<file path="config.mk">
export PLATFORM = sky130hd
export DESIGN_NAME = agu_top
export DESIGN_NICKNAME = d
export VERILOG_FILES = /design/src/hw/agu_pkg.sv /design/src/hw/agu_wrap.sv /design/src/hw/agu_top.sv
export VERILOG_INCLUDE_DIRS = /design/src /design/src/hw
export SDC_FILE = /design/constraint.sdc
export NUM_CORES = 2
export LEC_CHECK = 0
export BUFFER_PORTS_ARGS = -buffer_cell sky130_fd_sc_hd__buf_2
export CAP_MARGIN = 10
export CORE_ASPECT_RATIO = 0.75
export CORE_MARGIN = 4
export CORE_UTILIZATION = 25
export DETAILED_ROUTE_END_ITERATION = 16
export PLACE_DENSITY = 0.39
export SETUP_SLACK_MARGIN = 0.3
export SYNTH_ARGS = -nofsm -noshare
export SYNTH_HDL_FRONTEND = slang
export SYNTH_SLANG_ARGS = --single-unit
</file>
<file path="constraint.sdc">
create_clock -name CLK_SYS -period 16.75 [get_ports CLK_SYS]
set_clock_uncertainty 0.1 [all_clocks]
set_input_delay 0.8375 -clock CLK_SYS [delete_from_list [all_inputs] [get_ports CLK_SYS]]
set_output_delay 0.8375 -clock CLK_SYS [all_outputs]
set_load 0.01 [all_outputs]
</file>
<file path="src/hw/agu_regs.svh">
// Constants for the circular address unit: register offsets, field positions, resets.
// Assumes a 32-bit AXI4-Lite register bus and a 32-bit data address space.
`ifndef AGU_REGS_SVH
`define AGU_REGS_SVH
`define AGU_IDX_BASE 8'h00
`define AGU_MOD_BASE 8'h10
`define AGU_BAS_BASE 8'h20
`define AGU_LEN_BASE 8'h30
`define AGU_PTR_BASE 8'h40
`define AGU_STAT 8'h60
`define AGU_LAST 8'h64
`define AGU_REG_RESET 32'h00000000
`define AGU_STAT_FAULT 0
`define AGU_STAT_BAD 1
`define AGU_STAT_VALID 2
`define AGU_NUM_IDX 4
`define AGU_NUM_PTR 8
`define AGU_RESP_OKAY 2'h0
`define AGU_RESP_SLVERR 2'h2
`endif

</file>
<file path="src/hw/agu_pkg.sv">
// Types shared by the address unit, its checker and the testbench.
// Assumes the constants header is visible to its includers.
package agu_pkg;
   // Operation kinds issued by the decode stage.
   typedef enum logic [1:0] {OP_NONE = 2'h0, OP_ACCESS = 2'h1, OP_MODIFY = 2'h2} op_t;
   // Transfer size of an access.
   typedef enum logic [1:0] {SZ_BYTE = 2'h0, SZ_HALF = 2'h1, SZ_WORD = 2'h2} size_t;
   // Modifier source select.
   typedef enum logic [1:0] {MOD_MREG = 2'h0, MOD_PREG = 2'h1, MOD_IMM = 2'h2} modsrc_t;
   // Bus slave write states, one-hot.
   typedef enum logic [2:0] {WS_IDLE = 3'h1, WS_WAIT = 3'h2, WS_RESP = 3'h4} wstate_t;
endpackage

</file>
<file path="src/hw/agu_wrap.sv">
// Circular wrap datapath: adds a modifier to an index and folds it into its buffer.
// Assumes purely combinational use from the same clock domain.
`timescale 1ns/1ns
module agu_wrap
#(
   parameter int WIDTH = 32
)
(
   // Operands.
   input wire logic [WIDTH-1:0] IDX_OLD,
   input wire logic [WIDTH-1:0] MODIFIER,
   input wire logic [WIDTH-1:0] BASE,
   input wire logic [WIDTH-1:0] LENGTH,
   input wire logic CIRC_EN,
   // Result.
   output logic [WIDTH-1:0] IDX_NEW
);
   initial
   begin
      if (WIDTH != 32)
      begin
         $error("agu_wrap supports a 32-bit address width only");
      end
   end

   // Modulo sums, never saturated.
   // wrapping arithmetic
   wire [WIDTH-1:0] sum = IDX_OLD + MODIFIER;
   wire [WIDTH:0] end_addr = {1'b0, BASE} + {1'b0, LENGTH};
   wire neg_mod = MODIFIER[WIDTH-1];
   wire over_end = {1'b0, sum} >= end_addr;
   wire under_base = sum < BASE;
   wire [WIDTH-1:0] wrap_dn = sum - LENGTH;
   wire [WIDTH-1:0] wrap_up = sum + LENGTH;
   wire do_dn = CIRC_EN && (LENGTH != '0) && !neg_mod && over_end;
   wire do_up = CIRC_EN && (LENGTH != '0) && neg_mod && under_base;
   assign IDX_NEW = do_dn ? wrap_dn : (do_up ? wrap_up : sum);
endmodule

</file>
<file path="src/hw/agu_top.sv">
// Circular data address generator with AXI4-Lite register access.
// Assumes the decode stage issues at most one operation per cycle on CLK_SYS.
`include "agu_regs.svh"
`timescale 1ns/1ns
module agu_top
   import agu_pkg::*;
(
   // Clock and reset.
   input wire logic CLK_SYS,
   input wire logic NRST,
   // Decode stage request.
   input wire logic OP_VALID,
   input wire agu_pkg::op_t OP_KIND,
   input wire logic OP_USE_PTR,
   input wire logic [2:0] OP_REG,
   input wire agu_pkg::modsrc_t OP_MODSRC,
   input wire logic [2:0] OP_MODREG,
   input wire logic [31:0] OP_IMM,
   input wire agu_pkg::size_t OP_SIZE,
   input wire logic OP_IS_LOAD,
   input wire logic OP_DEST_PTR,
   input wire logic OP_POSTMOD,
   input wire logic OP_IMPLICIT_NOALIGN,
   input wire logic OP_SUPPRESS_OP,
   // Data memory address.
   output logic MEM_VALID,
   output logic [31:0] MEM_ADDR,
   output logic ALIGN_FAULT,
   output logic OP_REFUSED,
   // AXI4-Lite slave.
   input wire logic [7:0] S_AXI_AWADDR,
   input wire logic S_AXI_AWVALID,
   output logic S_AXI_AWREADY,
   input wire logic [31:0] S_AXI_WDATA,
   input wire logic [3:0] S_AXI_WSTRB,
   input wire logic S_AXI_WVALID,
   output logic S_AXI_WREADY,
   output logic [1:0] S_AXI_BRESP,
   output logic S_AXI_BVALID,
   input wire logic S_AXI_BREADY,
   input wire logic [7:0] S_AXI_ARADDR,
   input wire logic S_AXI_ARVALID,
   output logic S_AXI_ARREADY,
   output logic [31:0] S_AXI_RDATA,
   output logic [1:0] S_AXI_RRESP,
   output logic S_AXI_RVALID,
   input wire logic S_AXI_RREADY
);
   import agu_pkg::*;

   logic [31:0] idx_r [`AGU_NUM_IDX];
   logic [31:0] mod_r [`AGU_NUM_IDX];
   logic [31:0] bas_r [`AGU_NUM_IDX];
   logic [31:0] len_r [`AGU_NUM_IDX];
   logic [31:0] ptr_r [`AGU_NUM_PTR];
   logic fault_r, bad_r, valid_r;
   logic [31:0] last_r;

   // Operand selection; the same number picks index, base and length.
   wire [1:0] isel = OP_REG[1:0];
   wire [31:0] reg_old = OP_USE_PTR ? ptr_r[OP_REG] : idx_r[isel];
   wire mod_ok = OP_USE_PTR ? (OP_MODSRC != MOD_MREG) : (OP_MODSRC != MOD_PREG);
   wire [31:0] modval = (OP_MODSRC == MOD_IMM) ? OP_IMM :
                        (OP_MODSRC == MOD_PREG) ? ptr_r[OP_MODREG] : mod_r[OP_MODREG[1:0]];

   wire [31:0] idx_new;
   agu_wrap #(.WIDTH(32)) u_wrap
   (
      .IDX_OLD(reg_old),
      .MODIFIER(modval),
      .BASE(bas_r[isel]),
      .LENGTH(len_r[isel]),
      .CIRC_EN(!OP_USE_PTR),
      .IDX_NEW(idx_new)
   );
   // Pointers never wrap, so the wrap module passes the plain sum through.

   wire pm_bad = OP_KIND == OP_ACCESS && OP_POSTMOD &&
                 (OP_SIZE == SZ_BYTE || (OP_IS_LOAD && OP_DEST_PTR));
   wire byte_idx = OP_KIND == OP_ACCESS && !OP_USE_PTR && OP_SIZE == SZ_BYTE;
   wire refuse = OP_VALID && (pm_bad || byte_idx || !mod_ok ||
                 (OP_KIND == OP_NONE));
   wire acc = OP_VALID && !refuse && OP_KIND == OP_ACCESS;
   wire upd = OP_VALID && !refuse && (OP_KIND == OP_MODIFY || OP_POSTMOD);

   wire misalign = (OP_SIZE == SZ_WORD && reg_old[1:0] != 2'h0) ||
                   (OP_SIZE == SZ_HALF && reg_old[0] != 1'b0);
   wire suppress = OP_IMPLICIT_NOALIGN || (OP_SUPPRESS_OP && OP_IS_LOAD && !OP_USE_PTR);
   wire fault = acc && misalign && !suppress;

   always_ff @(posedge CLK_SYS or negedge NRST)
   begin
      if (!NRST)
      begin
         MEM_VALID <= 1'b0;
         MEM_ADDR <= `AGU_REG_RESET;
         ALIGN_FAULT <= 1'b0;
         OP_REFUSED <= 1'b0;
      end
      else
      begin
         MEM_VALID <= acc && !fault;
         MEM_ADDR <= acc ? reg_old : MEM_ADDR;
         ALIGN_FAULT <= fault;
         OP_REFUSED <= refuse;
      end
   end

   // Bus write decode.
   logic [7:0] waddr_r;
   logic aw_got_r, w_got_r;
   logic [31:0] wdata_r;
   logic [3:0] wstrb_r;
   wstate_t ws_r;
   wire wfire = aw_got_r && w_got_r && ws_r != WS_RESP;
   wire [2:0] wgrp = waddr_r[6:4];
   wire [2:0] wsub = waddr_r[4:2];
   wire wmap = waddr_r[1:0] == 2'h0 && (waddr_r < `AGU_PTR_BASE + 8'h20);
   wire [31:0] wmask = {{8{wstrb_r[3]}}, {8{wstrb_r[2]}}, {8{wstrb_r[1]}}, {8{wstrb_r[0]}}};
   // Status and last-address words answer OKAY; a write to the last address is ignored.
   wire wok = wmap || waddr_r == `AGU_STAT || waddr_r == `AGU_LAST;

   assign S_AXI_AWREADY = !aw_got_r && ws_r != WS_RESP;
   assign S_AXI_WREADY = !w_got_r && ws_r != WS_RESP;
   assign S_AXI_BVALID = ws_r == WS_RESP;

   // Write channel capture and response; address and data in either order.
   always_ff @(posedge CLK_SYS or negedge NRST)
   begin
      if (!NRST)
      begin
         ws_r <= WS_IDLE;
         aw_got_r <= 1'b0;
         w_got_r <= 1'b0;
         waddr_r <= 8'h00;
         wdata_r <= `AGU_REG_RESET;
         wstrb_r <= 4'h0;
         S_AXI_BRESP <= `AGU_RESP_OKAY;
      end
      else
      begin
         case (ws_r)
            WS_IDLE, WS_WAIT:
            begin
               if (S_AXI_AWVALID && S_AXI_AWREADY)
               begin
                  waddr_r <= S_AXI_AWADDR;
                  aw_got_r <= 1'b1;
               end
               if (S_AXI_WVALID && S_AXI_WREADY)
               begin
                  wdata_r <= S_AXI_WDATA;
                  wstrb_r <= S_AXI_WSTRB;
                  w_got_r <= 1'b1;
               end
               if (wfire)
               begin
                  ws_r <= WS_RESP;
                  S_AXI_BRESP <= wok ? `AGU_RESP_OKAY : `AGU_RESP_SLVERR;
               end
               else
               begin
                  ws_r <= WS_WAIT;
               end
            end
            WS_RESP:
            begin
               if (S_AXI_BREADY)
               begin
                  ws_r <= WS_IDLE;
                  aw_got_r <= 1'b0;
                  w_got_r <= 1'b0;
               end
            end
            default:
            begin
               ws_r <= WS_IDLE;
            end
         endcase
      end
   end

   // Register file: decode updates win over bus writes to the same register.
   genvar g;
   generate
      for (g = 0; g < `AGU_NUM_PTR; g++)
      begin : g_reg
         wire bus_p = wfire && wmap && wgrp >= 3'h4 && wsub == 3'(g);
         wire op_p = upd && OP_USE_PTR && OP_REG == 3'(g);
         always_ff @(posedge CLK_SYS or negedge NRST)
         begin
            if (!NRST)
            begin
               ptr_r[g] <= `AGU_REG_RESET;
            end
            else if (op_p)
            begin
               ptr_r[g] <= idx_new;
            end
            else if (bus_p)
            begin
               ptr_r[g] <= (ptr_r[g] & ~wmask) | (wdata_r & wmask);
            end
         end
         if (g < `AGU_NUM_IDX)
         begin : g_dag
            wire hit = wfire && wmap && wsub[1:0] == 2'(g);
            wire op_i = upd && !OP_USE_PTR && isel == 2'(g);
            always_ff @(posedge CLK_SYS or negedge NRST)
            begin
               if (!NRST)
               begin
                  idx_r[g] <= `AGU_REG_RESET;
                  mod_r[g] <= `AGU_REG_RESET;
                  bas_r[g] <= `AGU_REG_RESET;
                  len_r[g] <= `AGU_REG_RESET;
               end
               else
               begin
                  if (op_i)
                     idx_r[g] <= idx_new;
                  else if (hit && wgrp == 3'h0)
                     idx_r[g] <= (idx_r[g] & ~wmask) | (wdata_r & wmask);
                  if (hit && wgrp == 3'h1)
                     mod_r[g] <= (mod_r[g] & ~wmask) | (wdata_r & wmask);
                  if (hit && wgrp == 3'h2)
                     bas_r[g] <= (bas_r[g] & ~wmask) | (wdata_r & wmask);
                  if (hit && wgrp == 3'h3)
                     len_r[g] <= (len_r[g] & ~wmask) | (wdata_r & wmask);
               end
            end
         end
      end
   endgenerate

   // Sticky status: hardware set wins over a bus write-one clear.
   wire stat_wr = wfire && waddr_r == `AGU_STAT && wstrb_r[0];
   always_ff @(posedge CLK_SYS or negedge NRST)
   begin
      if (!NRST)
      begin
         fault_r <= 1'b0;
         bad_r <= 1'b0;
         valid_r <= 1'b0;
         last_r <= `AGU_REG_RESET;
      end
      else
      begin
         fault_r <= fault || (fault_r && !(stat_wr && wdata_r[`AGU_STAT_FAULT]));
         bad_r <= refuse || (bad_r && !(stat_wr && wdata_r[`AGU_STAT_BAD]));
         valid_r <= acc || (valid_r && !(stat_wr && wdata_r[`AGU_STAT_VALID]));
         last_r <= acc ? reg_old : last_r;
      end
   end

   // Read channel.
   wire [7:0] ra = S_AXI_ARADDR;
   wire [2:0] rgrp = ra[6:4];
   wire [1:0] rsub = ra[3:2];
   wire rmap_dag = ra[1:0] == 2'h0 && ra < `AGU_PTR_BASE;
   wire rmap_ptr = ra[1:0] == 2'h0 && ra >= `AGU_PTR_BASE && ra < `AGU_PTR_BASE + 8'h20;
   wire [31:0] dag_word = rgrp == 3'h0 ? idx_r[rsub] : rgrp == 3'h1 ? mod_r[rsub] :
                          rgrp == 3'h2 ? bas_r[rsub] : len_r[rsub];
   wire [31:0] stat_word = {29'h0, valid_r, bad_r, fault_r};
   wire rok = rmap_dag || rmap_ptr || ra == `AGU_STAT || ra == `AGU_LAST;
   wire [31:0] rword = rmap_dag ? dag_word : rmap_ptr ? ptr_r[ra[4:2]] :
                       ra == `AGU_STAT ? stat_word : ra == `AGU_LAST ? last_r : 32'h0;
   assign S_AXI_ARREADY = !S_AXI_RVALID;

   // Read data is registered one cycle after the address is taken.
   always_ff @(posedge CLK_SYS or negedge NRST)
   begin
      if (!NRST)
      begin
         S_AXI_RVALID <= 1'b0;
         S_AXI_RDATA <= 32'h0;
         S_AXI_RRESP <= `AGU_RESP_OKAY;
      end
      else if (S_AXI_ARVALID && S_AXI_ARREADY)
      begin
         S_AXI_RVALID <= 1'b1;
         S_AXI_RDATA <= rword;
         S_AXI_RRESP <= rok ? `AGU_RESP_OKAY : `AGU_RESP_SLVERR;
      end
      else if (S_AXI_RREADY)
      begin
         S_AXI_RVALID <= 1'b0;
      end
   end
endmodule

</file>
==> impl_metrics.tcl <==
set metrics [dict create \
    vias 47526 \
    multiInputGateArea_um2 34950 \
    portBuffers 183 \
    fin_nets 5679 \
    vias_per_cell 5.535 \
    clkLatencyLatePin_ps 760 \
    cp_max_fo 25 \
    cts_hold_repair.buffers 0 \
    routed_wl_um 269700 \
    worst_ep_required_time_ps 17210 \
    report.power.total_mw 12.61 \
    cp-end-kind "flop" \
    start_util 0.2519 \
    async_flop_share 1.000 \
    clock_path_buffers 3 \
    rows 154 \
    numClockSinks 890 \
    h-tree-depth 3 \
    grt_max_degree 146 \
    yosys_warnings 0 \
    design_area_um2 67130 \
    cts.clk_slew.worst_paths_ps 60 \
    seqCellArea_um2 22270 \
    hold_path.class "primary input to async pin" \
    fin_util 0.2853 \
    p_leak_nw 28.28 \
    fin_tns_setup_ps 0 \
    final_antenna_net_count 0 \
    rr_worst_depth 25 \
    ys.flop_type "dfrtp_1" \
    routabilityCongestion 0.9181 \
    layout_worst_path_cycle_share 0.6465 \
    die_h_um 429.6 \
    cp_common_cell "o21ai_0" \
    avgSynthCellArea_um2 10.98 \
    slew_viol_final 0 \
    finalHoldWorstSlack_ps 18.46 \
    final_layout_size_suffix_gt1_frac 0.2973 \
    synthCells 5399 \
    cts_root_buf "clkbuf_16" \
    dp_hpwl_um 188400 \
    grt_use_total 0.2149 \
    seq_area_frac_synth 0.3759 \
    numCtsBuffers 101 \
    fin_cells 8586 \
    fin_crit_ps 10830 \
    crit_buf_inv 3 \
    relSlewSlack 0.09053 \
    postPlaceCellArea_um2 63660 \
    synth_edf_count 0 \
    dr.pass1.iters 5 \
    drc 0 \
    outcome "finished clean" \
    arrival_ps 11290 \
    rsz0062_at_grt "false" \
    critical-path-max-stage-delay_ps 910 \
    crit_path_start_kind "primary input" \
    gr-total-overflow 0 \
    final.setup.worst_slack_ps 5921 \
    cap_violations 0 \
    irDropWorstVdd_mv 0.09495 \
    critPathSlowestCell "o22ai_1" \
    worstMarginPinSlew_ps 1364 \
    io_pins 186 \
    num-fill-cells 24341 \
    die_area_um2 245000 \
    grt_first_pass_wirelength_um 377800 \
    cts_tree "built" \
    crit_family "compound AO/OA/AOI/OAI gates" \
    finalSetupViolations 0 \
    core_um2 235300 \
    wl_per_cell_um 31.41 \
    die_w_um 570.2 \
    power_density_nw_per_um2 187.9 \
    synth.distinct_cells 96 \
    dpl.cell_count 8397 \
    fmax_mhz 92.34 \
    postCtsSetupBuffers 0 \
    drtIter0Drc 4940 \
    criticalPathCategory "primary input to flop" \
    r2r_slack_ps 7040 \
    pre_cts_ws_ps 5363 \
    grt_pass1_vias 46080 \
    antenna_found_initial 11 \
    hold_violations 0 \
    netlist_area_um2 59260 \
    ys_seq_elements 890 \
    areaGrowthSynthToFinish_pct 13.28 \
    cts_resized 0 \
]
[logic make-up after synthesis]
group           synth area share
compound gates            0.1389
fa+ha+maj                0.04020
xor+xnor                0.009143
buf+inv                  0.03716
flops                     0.3759
other cells           0.00006329
mux                       0.3110
simple gates             0.08763
[report_power, final]
part           internal (mW)  switching (mW)
registers               2.83           0.898
logic                   2.50            3.99
clock network           1.34            1.05
[cell type report]
cell class / count / area share
Multi-Input combinational cell: 3943 / 0.5206
Sequential cell: 890 / 0.3318
Tap cell: 3120 / 0.05816
Clock buffer: 133 / 0.04213
Timing Repair Buffer: 319 / 0.03089
Clock inverter: 52 / 0.009227
Inverter: 126 / 0.007064
Antenna cell: 3 / 0.0001118
[layout by cell type, fill, tap and decap left out, types with 14 or more instances in the layout]
master and count:
a211oi_1 194, a21o_1 36, a21oi_1 477, a221oi_1 37, and2_1 23, and3_1 22
buf_2 172, buf_4 135, clkbuf_1 14, clkbuf_16 101, clkbuf_8 20, clkinv_2 30
dfrtp_1 889, ha_1 184, inv_1 120, mux2_2 602, mux2i_1 156, mux4_2 448
nand2_1 455, nand2b_1 33, nand3_1 23, nand4_1 22, nor2_1 351, nor2b_1 115
nor3_1 23, o211ai_1 16, o21a_1 17, o21ai_0 287, o21bai_1 37, o22ai_1 73
or2_2 17, xnor2_1 33, xor2_1 27
[cells in the mapped netlist (all sizes together), types with 10 or more instances]
| cell | count | area (um^2) |
|---|---|---|
| dfrtp | 889 | 22250 |
| mux2 | 602 | 6779 |
| a21oi | 485 | 2465 |
| nand2 | 457 | 1718 |
| mux4 | 448 | 10090 |
| nor2 | 367 | 1388 |
| clkbuf | 332 | 1247 |
| o21ai | 296 | 1481 |
| a211oi | 195 | 1469 |
| ha | 184 | 2302 |
| mux2i | 156 | 1562 |
| inv | 123 | 461.7 |
| nor2b | 116 | 725.7 |
| buf | 109 | 481.7 |
| o22ai | 73 | 456.7 |
| a221oi | 39 | 365.4 |
| o21bai | 37 | 277.8 |
| a21o | 36 | 270.3 |
| nand2b | 34 | 212.7 |
| xnor2 | 34 | 305.3 |
| nor3 | 27 | 135.1 |
| xor2 | 27 | 236.5 |
| and2 | 25 | 156.4 |
| nand3 | 23 | 115.1 |
| and3 | 22 | 137.6 |
| nand4 | 22 | 137.6 |
| o21a | 18 | 136.4 |
| o211ai | 17 | 132.6 |
| or2 | 17 | 106.4 |
| nor4 | 14 | 87.58 |
| or3 | 13 | 81.33 |
| o31ai | 11 | 82.58 |
| a221o | 10 | 100.1 |
| a31oi | 10 | 83.83 |
[layer usage]
metal,vias up,GRT usage,wire (um)
met4,8,0.04983,6663
met5,-,0,51
met1,25081,0.3240,128900
met2,1889,0.3184,115700
met3,267,0.03674,18470
li1,20281,-,-
[how the worst max path moves through the flow]
stage	slack (ps)	cells past startpoint	startpoint	endpoint
after floorplan	8170	29	OP_REG[0]	flop
after global placement	5380	32	OP_REG[0]	flop
after detailed placement	5360	32	OP_REG[0]	flop
after CTS	6100	32	OP_REG[0]	flop
after global routing	5210	32	OP_REG[0]	flop
final	5920	28	OP_MODREG[0]	flop
[worst register-to-register path: stages (launching register included)]
cell,delay (ps)
dfrtp_1,420
mux4_2,480
mux2i_1,150
nor2_1,50
a21oi_1,550
inv_1,190
ha_1,350
a211oi_1,80
o21ai_0,420
nand4b_1,200
a22oi_2,630
a221oi_2,290
o21a_1,240
a31oi_1,280
a311o_1,230
a21oi_1,80
xnor2_1,720
ha_1,250
and3_1,260
nand4_1,140
a2111o_1,440
o211ai_2,740
nand2_2,640
o221a_2,440
o22ai_1,910
o21ai_0,250
(Power assumes the default switching activity.)
